**config.mk**
```make
export PLATFORM = sky130hd
export DESIGN_NAME = pcg_clock_gating
export DESIGN_NICKNAME = d
export VERILOG_FILES = /design/src/logic/pcg_clock_gating.v
export VERILOG_INCLUDE_DIRS = /design/src /design/src/logic
export SDC_FILE = /design/constraint.sdc
export NUM_CORES = 1
export LEC_CHECK = 0
export BUFFER_PORTS_ARGS = -buffer_cell sky130_fd_sc_hd__buf_2
export CELL_PAD_IN_SITES_DETAIL_PLACEMENT = 1
export CELL_PAD_IN_SITES_GLOBAL_PLACEMENT = 1
export CORE_MARGIN = 5
export CORE_UTILIZATION = 25
export DETAILED_ROUTE_END_ITERATION = 8
export PLACE_DENSITY_LB_ADDON = 0.12
export SYNTH_ARGS = -nofsm -noshare
export SYNTH_HDL_FRONTEND = slang
export SYNTH_SLANG_ARGS = --single-unit
```
**constraint.sdc**
```tcl
create_clock -name CLK -period 8.7 [get_ports CLK]
set_input_delay 0.87 -clock CLK [delete_from_list [all_inputs] [get_ports CLK]]
set_output_delay 0.87 -clock CLK [all_outputs]
set_load 0.02 [all_outputs]
```
**src/logic/pcg_regs.vh**
```
// Register offsets, field positions and reset values of the peripheral clock gating block
// Contract
// - Each gating bit drives one peripheral unit clock enable: set runs the unit, clear stops it; here the two async serial bits are ORed into one enable.
// - An access to a unit whose clock is gated off ends with a bus fault instead of completing.
// - After reset every gating bit is zero so all units start unclocked.
// - Each group has run, sleep and deep-sleep gating sets, and the one matching the power state applies.
// - Sleep and deep-sleep sets apply only while the auto clock gate select bit is set, else the run set governs.
// - Bit 16 of each group-0 gating register enables the converter module clock, read/write, reset zero.
// - Bit 3 of each group-0 gating register enables the watchdog clock, read/write, reset zero.
// - Reserved bits read as zero and ignore writes, and software writes back what it read.
// - In group-1 registers bit 12 gates two-wire serial, bit 4 sync serial, bits 1 and 0 the async serials.
`ifndef PCG_REGS_VH
`define PCG_REGS_VH

// ==========================================================================
// Byte offsets
`define PCG_OFS_RUN_G0 12'h100
`define PCG_OFS_RUN_G1 12'h104
`define PCG_OFS_SLP_G0 12'h110
`define PCG_OFS_SLP_G1 12'h114
`define PCG_OFS_DSL_G0 12'h120
`define PCG_OFS_DSL_G1 12'h124
`define PCG_OFS_RUN_CFG 12'h060
`define PCG_OFS_IRQ_STAT 12'h130
`define PCG_OFS_IRQ_MASK 12'h134

// ==========================================================================
// Writable-bit masks and field positions
`define PCG_MASK_G0_RS 32'h0001_0308
`define PCG_MASK_G0_DS 32'h0001_0008
`define PCG_MASK_G1 32'h0007_1013
`define PCG_MASK_CFG 32'h0000_0001
`define PCG_MASK_IRQ 32'h0000_0003
`define PCG_BIT_ADC 16
`define PCG_BIT_WDOG 3
`define PCG_BIT_TMR0 16
`define PCG_BIT_TMR1 17
`define PCG_BIT_TMR2 18
`define PCG_BIT_TWS 12
`define PCG_BIT_SYNS 4
`define PCG_BIT_ASY1 1
`define PCG_BIT_ASY0 0
`define PCG_RATE_LO 8
`define PCG_BIT_AUTO 0
`define PCG_IRQ_FAULT 0
`define PCG_IRQ_UNMAPPED 1
`define PCG_RESET_VAL 32'h0000_0000

// ==========================================================================
// Power states
`define PCG_PWR_RUN 2'h0
`define PCG_PWR_SLEEP 2'h1
`define PCG_PWR_DEEP 2'h2

`endif

```
**src/logic/pcg_clock_gating.v**
```verilog
// Peripheral clock gating controller with Avalon-MM register slave
//
// Implementation choice: the Avalon-MM slave port.
`timescale 1ns/100ps
`include "pcg_regs.vh"

module pcg_clock_gating (
  input wire CLK,
  input wire RST,
  input wire [11:0] AVS_ADDRESS,
  input wire AVS_READ,
  input wire AVS_WRITE,
  input wire [31:0] AVS_WRITEDATA,
  input wire [3:0] AVS_BYTEENABLE,
  output reg [31:0] AVS_READDATA,
  output wire AVS_WAITREQUEST,
  output reg [1:0] AVS_RESPONSE,
  input wire [1:0] PWR_STATE,
  input wire [7:0] PERIPH_SEL,
  input wire PERIPH_ACCESS,
  output wire PERIPH_FAULT,
  output reg [7:0] UNIT_CLK_EN,
  output reg [1:0] CONVERTER_RATE_LIMIT,
  output wire IRQ
);

  // ==========================================================================
  // Registers
  reg [31:0] run_g0_r;
  reg [31:0] run_g1_r;
  reg [31:0] slp_g0_r;
  reg [31:0] slp_g1_r;
  reg [31:0] dsl_g0_r;
  reg [31:0] dsl_g1_r;
  reg [31:0] cfg_r;
  reg [31:0] stat_r;
  reg [31:0] mask_r;
  reg done_r;
  reg [1:0] pwr_s1_r;
  reg [1:0] pwr_r;
  reg [31:0] g0_sel;
  reg [31:0] g1_sel;
  reg [31:0] rdata_nxt;
  reg hit;
  reg [31:0] wmask;
  reg [7:0] en_nxt;
  wire [31:0] be_mask;
  wire req;
  wire wr_take;
  wire fault_ev;
  wire [31:0] stat_nxt;

  assign be_mask = {{8{AVS_BYTEENABLE[3]}}, {8{AVS_BYTEENABLE[2]}},
                    {8{AVS_BYTEENABLE[1]}}, {8{AVS_BYTEENABLE[0]}}};
  assign req = AVS_READ | AVS_WRITE;
  // One wait cycle per access; answer on the second edge
  assign AVS_WAITREQUEST = req & ~done_r;
  assign wr_take = AVS_WRITE & done_r;

  // ==========================================================================
  // Power state synchroniser
  always @(posedge CLK or posedge RST) begin
    if (RST) begin
      pwr_s1_r <= `PCG_PWR_RUN;
      pwr_r <= `PCG_PWR_RUN;
    end else begin
      pwr_s1_r <= PWR_STATE;
      pwr_r <= pwr_s1_r;
    end
  end

  // ==========================================================================
  // Gating set selection
  always @* begin
    g0_sel = run_g0_r;
    g1_sel = run_g1_r;
    if (cfg_r[`PCG_BIT_AUTO]) begin
      if (pwr_r == `PCG_PWR_SLEEP) begin
        g0_sel = slp_g0_r;
        g1_sel = slp_g1_r;
      end else if (pwr_r == `PCG_PWR_DEEP) begin
        g0_sel = dsl_g0_r;
        g1_sel = dsl_g1_r;
      end
    end
  end

  // Unit order: converter, watchdog, timers 0..2, two-wire, sync serial, async pair folded
  always @* begin
    en_nxt[0] = g0_sel[`PCG_BIT_ADC];
    en_nxt[1] = g0_sel[`PCG_BIT_WDOG];
    en_nxt[2] = g1_sel[`PCG_BIT_TMR0];
    en_nxt[3] = g1_sel[`PCG_BIT_TMR1];
    en_nxt[4] = g1_sel[`PCG_BIT_TMR2];
    en_nxt[5] = g1_sel[`PCG_BIT_TWS];
    en_nxt[6] = g1_sel[`PCG_BIT_SYNS];
    en_nxt[7] = g1_sel[`PCG_BIT_ASY0] | g1_sel[`PCG_BIT_ASY1];
  end

  // Registered enables avoid glitches on the unit clock gates
  always @(posedge CLK or posedge RST) begin
    if (RST) begin
      UNIT_CLK_EN <= 8'h00;
      CONVERTER_RATE_LIMIT <= 2'h0;
    end else begin
      UNIT_CLK_EN <= en_nxt;
      // Deep-sleep has no rate field; keep the run limit then
      if (cfg_r[`PCG_BIT_AUTO] && pwr_r == `PCG_PWR_DEEP) begin
        CONVERTER_RATE_LIMIT <= run_g0_r[`PCG_RATE_LO+1:`PCG_RATE_LO];
      end else begin
        CONVERTER_RATE_LIMIT <= g0_sel[`PCG_RATE_LO+1:`PCG_RATE_LO];
      end
    end
  end

  // Access to a unit with its clock stopped is faulted
  assign PERIPH_FAULT = PERIPH_ACCESS & ~|(PERIPH_SEL & UNIT_CLK_EN);
  assign fault_ev = PERIPH_FAULT;

  // ==========================================================================
  // Address decode
  always @* begin
    hit = 1'b1;
    rdata_nxt = 32'h0000_0000;
    wmask = 32'h0000_0000;
    if (AVS_ADDRESS == `PCG_OFS_RUN_G0) begin
      rdata_nxt = run_g0_r;
      wmask = `PCG_MASK_G0_RS;
    end else if (AVS_ADDRESS == `PCG_OFS_RUN_G1) begin
      rdata_nxt = run_g1_r;
      wmask = `PCG_MASK_G1;
    end else if (AVS_ADDRESS == `PCG_OFS_SLP_G0) begin
      rdata_nxt = slp_g0_r;
      wmask = `PCG_MASK_G0_RS;
    end else if (AVS_ADDRESS == `PCG_OFS_SLP_G1) begin
      rdata_nxt = slp_g1_r;
      wmask = `PCG_MASK_G1;
    end else if (AVS_ADDRESS == `PCG_OFS_DSL_G0) begin
      rdata_nxt = dsl_g0_r;
      wmask = `PCG_MASK_G0_DS;
    end else if (AVS_ADDRESS == `PCG_OFS_DSL_G1) begin
      rdata_nxt = dsl_g1_r;
      wmask = `PCG_MASK_G1;
    end else if (AVS_ADDRESS == `PCG_OFS_RUN_CFG) begin
      rdata_nxt = cfg_r;
      wmask = `PCG_MASK_CFG;
    end else if (AVS_ADDRESS == `PCG_OFS_IRQ_STAT) begin
      rdata_nxt = stat_r;
    end else if (AVS_ADDRESS == `PCG_OFS_IRQ_MASK) begin
      rdata_nxt = mask_r;
      wmask = `PCG_MASK_IRQ;
    end else begin
      hit = 1'b0;
    end
    wmask = wmask & be_mask;
  end

  // Write-one-to-clear status; a new event wins over the clear
  assign stat_nxt = (stat_r & ~((wr_take && hit && AVS_ADDRESS == `PCG_OFS_IRQ_STAT) ?
                    (AVS_WRITEDATA & be_mask) : 32'h0000_0000))
                    | ({31'h0, fault_ev} << `PCG_IRQ_FAULT)
                    | ({31'h0, req & done_r & ~hit} << `PCG_IRQ_UNMAPPED);

  // ==========================================================================
  // Register writes and bus answer
  always @(posedge CLK or posedge RST) begin
    if (RST) begin
      run_g0_r <= `PCG_RESET_VAL;
      run_g1_r <= `PCG_RESET_VAL;
      slp_g0_r <= `PCG_RESET_VAL;
      slp_g1_r <= `PCG_RESET_VAL;
      dsl_g0_r <= `PCG_RESET_VAL;
      dsl_g1_r <= `PCG_RESET_VAL;
      cfg_r <= `PCG_RESET_VAL;
      stat_r <= `PCG_RESET_VAL;
      mask_r <= `PCG_RESET_VAL;
      done_r <= 1'b0;
      AVS_READDATA <= 32'h0000_0000;
      AVS_RESPONSE <= 2'h0;
    end else begin
      done_r <= req & ~done_r;
      stat_r <= stat_nxt & `PCG_MASK_IRQ;
      if (req & ~done_r) begin
        AVS_READDATA <= AVS_READ ? rdata_nxt : 32'h0000_0000;
        AVS_RESPONSE <= hit ? 2'h0 : 2'h3;
      end
      if (wr_take && hit) begin
        if (AVS_ADDRESS == `PCG_OFS_RUN_G0) run_g0_r <= (run_g0_r & ~wmask) | (AVS_WRITEDATA & wmask);
        if (AVS_ADDRESS == `PCG_OFS_RUN_G1) run_g1_r <= (run_g1_r & ~wmask) | (AVS_WRITEDATA & wmask);
        if (AVS_ADDRESS == `PCG_OFS_SLP_G0) slp_g0_r <= (slp_g0_r & ~wmask) | (AVS_WRITEDATA & wmask);
        if (AVS_ADDRESS == `PCG_OFS_SLP_G1) slp_g1_r <= (slp_g1_r & ~wmask) | (AVS_WRITEDATA & wmask);
        if (AVS_ADDRESS == `PCG_OFS_DSL_G0) dsl_g0_r <= (dsl_g0_r & ~wmask) | (AVS_WRITEDATA & wmask);
        if (AVS_ADDRESS == `PCG_OFS_DSL_G1) dsl_g1_r <= (dsl_g1_r & ~wmask) | (AVS_WRITEDATA & wmask);
        if (AVS_ADDRESS == `PCG_OFS_RUN_CFG) cfg_r <= (cfg_r & ~wmask) | (AVS_WRITEDATA & wmask);
        if (AVS_ADDRESS == `PCG_OFS_IRQ_MASK) mask_r <= (mask_r & ~wmask) | (AVS_WRITEDATA & wmask);
      end
    end
  end

  assign IRQ = |(stat_r & mask_r);

endmodule

```
==> flow_metrics.tcl <==
set metrics [dict create \
    outcome "completed" \
    ioPinCount 110 \
    numPlacedInstances 748 \
    path_cells "buf_2, nand2b_1, o21ai_2, nand3b_1, nor4_1, mux2_2" \
    synth_area_um2 5097 \
    powerDensity_nw_per_um2 178.9 \
    cts_hold_buf 0 \
    diodes 0 \
    synth_xor_area_share_pct 0 \
    crit_arrival_ns 3.36 \
    ys_seq_area_share_pct 53.02 \
    n_fill_cell 2331 \
    hold_start "pwr_s1_r[1]$_DFF_PP0_" \
    final_layout_size_suffix_gt1_share_pct 29.55 \
    path_clk_slew_ns 0.08 \
    timing.final.crit_share_pct 35.81 \
    post_cts_buffers 0 \
    setup_violations 0 \
    hold_viol 0 \
    grt_pass1_wl_um 24910 \
    start_util_pct 25.27 \
    max_freq_mhz 321.0 \
    async_reset_ff_share_pct 100.0 \
    drcViolationCount 0 \
    crit_path_top_delay_cell "nor4_1" \
    ys_seq_elements 108 \
    final_util_pct 28.42 \
    synth-simple-area-share_pct 13.70 \
    worst-path-stages 6 \
    cap_violations 0 \
    worstHoldPathCells 0 \
    overflow 0 \
    first_global_vias 3885 \
    wl_um 15870 \
    fp-row-count 52 \
    crit_path_start_kind "primary input" \
    cts_tree "yes" \
    met2WireLength_um 7307 \
    slew_headroom_pct 36.66 \
    layout.nets 552 \
    path_class "primary input to register" \
    wl_met1_um 7872 \
    hp-class "register to register" \
    synth_top_family_by_area "compound AO/OA/AOI/OAI gates" \
    htree_num_levels 3 \
    wl_per_cell_um 20.77 \
    cp.buffers_inverters 1 \
    worstReg2RegStart "pwr_r[0]$_DFF_PP0_" \
    clock_skew_ns 0.007842 \
    cts_buffer_depth 2 \
    drt_iter0_markers 123 \
    syn_inst 480 \
    dieHeight_um 152.8 \
    firstDrtPassIters 6 \
    period_minus_slack_ns 3.116 \
    synth_edf_count 0 \
    cp_top_family "simple AND/OR/NAND/NOR gates" \
    drv_slew 0 \
    rsz0062_at_grt "no" \
    end_kind "register" \
    cts-buffers-inserted 9 \
    synth_ff_type "dfrtp_1" \
    syn_avg_cell_area_um2 10.62 \
    fin_cells 764 \
    p_leak_uw 0.002620 \
    synth-compound-area-share_pct 15.29 \
    path_max_fanout 28 \
    worstMarginPinSlew_ns 0.9481 \
    vias_per_cell 4.632 \
    cts.sinks 108 \
    yosysWarnings 0 \
    fin_setup_tns_ns 0 \
    clk_latency_ns 0.35 \
    muxShareOfSynthArea_pct 8.321 \
    highest_layer "met4" \
    cts_root_buffer "clkbuf_16" \
    startpoint "AVS_ADDRESS[5]" \
    ant_nets 0 \
    reg2reg_depth 4 \
    grt_max_degree 68 \
    place.gp.congestion 0.7492 \
    ir_drop_v 0.00008930 \
    required_ns 8.95 \
    die_x_um 152.8 \
    grtUsageTotal_pct 13.86 \
    dp.final_hpwl_um 11170 \
    antenna_found_initial 0 \
    max_stage_delay_ns 0.56 \
    die_area_um2 23340 \
    wl_met3_um 580 \
    cts_resized 0 \
    syn_to_final_growth_pct 12.47 \
    ys_types 55 \
    synthAdderAreaFrac_pct 0 \
    vias 3539 \
    port_buffers 64 \
    core_area_um2 20170 \
]
[synth_stat cells (2+ instances only)]
library cell	instances	area (µm²)
dfrtp_1	108	2703
clkbuf_1	62	232.7
mux2_2	34	382.9
o21ai_0	31	155.2
buf_4	23	172.7
nor2_1	22	82.58
nand2_1	18	67.56
o22ai_1	17	106.4
a21oi_1	16	80.08
inv_1	13	48.80
a22oi_1	10	75.07
nand3_1	10	50.05
nor2b_1	9	56.30
o221ai_1	9	78.83
or3b_2	9	78.83
a32o_1	7	70.07
o21ai_1	7	35.03
nand2b_1	5	31.28
nor3_1	5	25.02
a21boi_0	4	30.03
buf_2	4	20.02
nor4_2	4	50.05
and2_1	3	18.77
mux2i_1	3	30.03
nand3b_1	3	22.52
o31ai_1	3	22.52
a221oi_1	2	17.52
and3_1	2	12.51
nand3_2	2	20.02
nand4_1	2	12.51
nor2_2	2	12.51
nor3_4	2	32.53
nor4_1	2	12.51
nor4_4	2	42.54
o32ai_1	2	17.52
o41ai_1	2	17.52
or2_2	2	12.51
or4_4	2	22.52
[kinds of logic after synthesis]
| group | Yosys count |
|---|---|
| simple gates | 110 |
| buf+inv | 104 |
| flops | 108 |
| compound gates | 119 |
| mux | 38 |
| other cells | 1 |
[metal layers]
| layer | track usage (%) | vias up |
|---|---|---|
| met1 | 19.76 | 1799 |
| met3 | 3.465 | 7 |
| met4 | 2.291 | 0 |
| li1 | - | 1651 |
| met2 | 21.75 | 82 |
| met5 | 0 | - |
[metrics by stage]
step / total power [µW] / instance area [µm²] / worst slack (ns) / hold WS (ns)
6_report: 1026 / 5733 / 5.584 / 0.3606
5_1_grt: 1071 / 5733 / 5.319 / 0.3719
4_1_cts: 1045 / 5733 / 5.544 / 0.3638
3_5_place_dp: 603.9 / 5426 / 5.145 / 0.3449
3_3_place_gp: 603.4 / 5426 / 5.143 / 0.3339
2_1_floorplan: 576.5 / 5176 / 4.984 / 0.3312
[placed cells by master, fill, tap and decap left out, types with 3 or more instances in the layout]
cell type / n
dfrtp_1: 108
o221ai_1: 9
nand2b_1: 5
buf_2: 64
a21oi_1: 16
mux2_2: 34
nor3_1: 5
o31ai_1: 3
a32o_1: 7
and2_1: 3
conb_1: 22
o22ai_1: 17
o21ai_0: 31
nand3b_1: 3
a21boi_0: 4
inv_1: 12
o21ai_1: 7
nand2_1: 18
nor2b_1: 9
nor2_1: 22
buf_4: 4
mux2i_1: 3
nand3_1: 10
clkbuf_16: 9
or3b_2: 9
nor4_2: 4
a22oi_1: 10
[layout make-up]
cell class	instances	area [µm²]	share of cell area, %
clock buffer	10	229.0	3.994
sequential	108	2703	47.14
inverter	13	51.30	0.8948
multi-input combinational	289	1984	34.61
timing repair buffer	68	350.3	6.111
tap	270	337.8	5.893
clock inverter	6	77.57	1.353
[final timing paths]
check,slack [ns],end
max reg2reg,6.58,UNIT_CLK_EN[1]$_DFF_PP0_
min in group asynchronous,0.55,UNIT_CLK_EN[7]$_DFF_PP0_
max in group asynchronous,6.86,asynchronous set/reset pin
min reg2reg,0.36,pwr_r[1]$_DFF_PP0_
min,0.36,pwr_r[1]$_DFF_PP0_
max,5.58,register
[where the power goes]
part	total, µW	switching, µW	internal [µW]
clock	434	204	230
combinational	86.1	62.8	23.3
sequential	506	2.07	504
total	1030	268	757
Note: power is estimated with default switching activity, not from simulation.
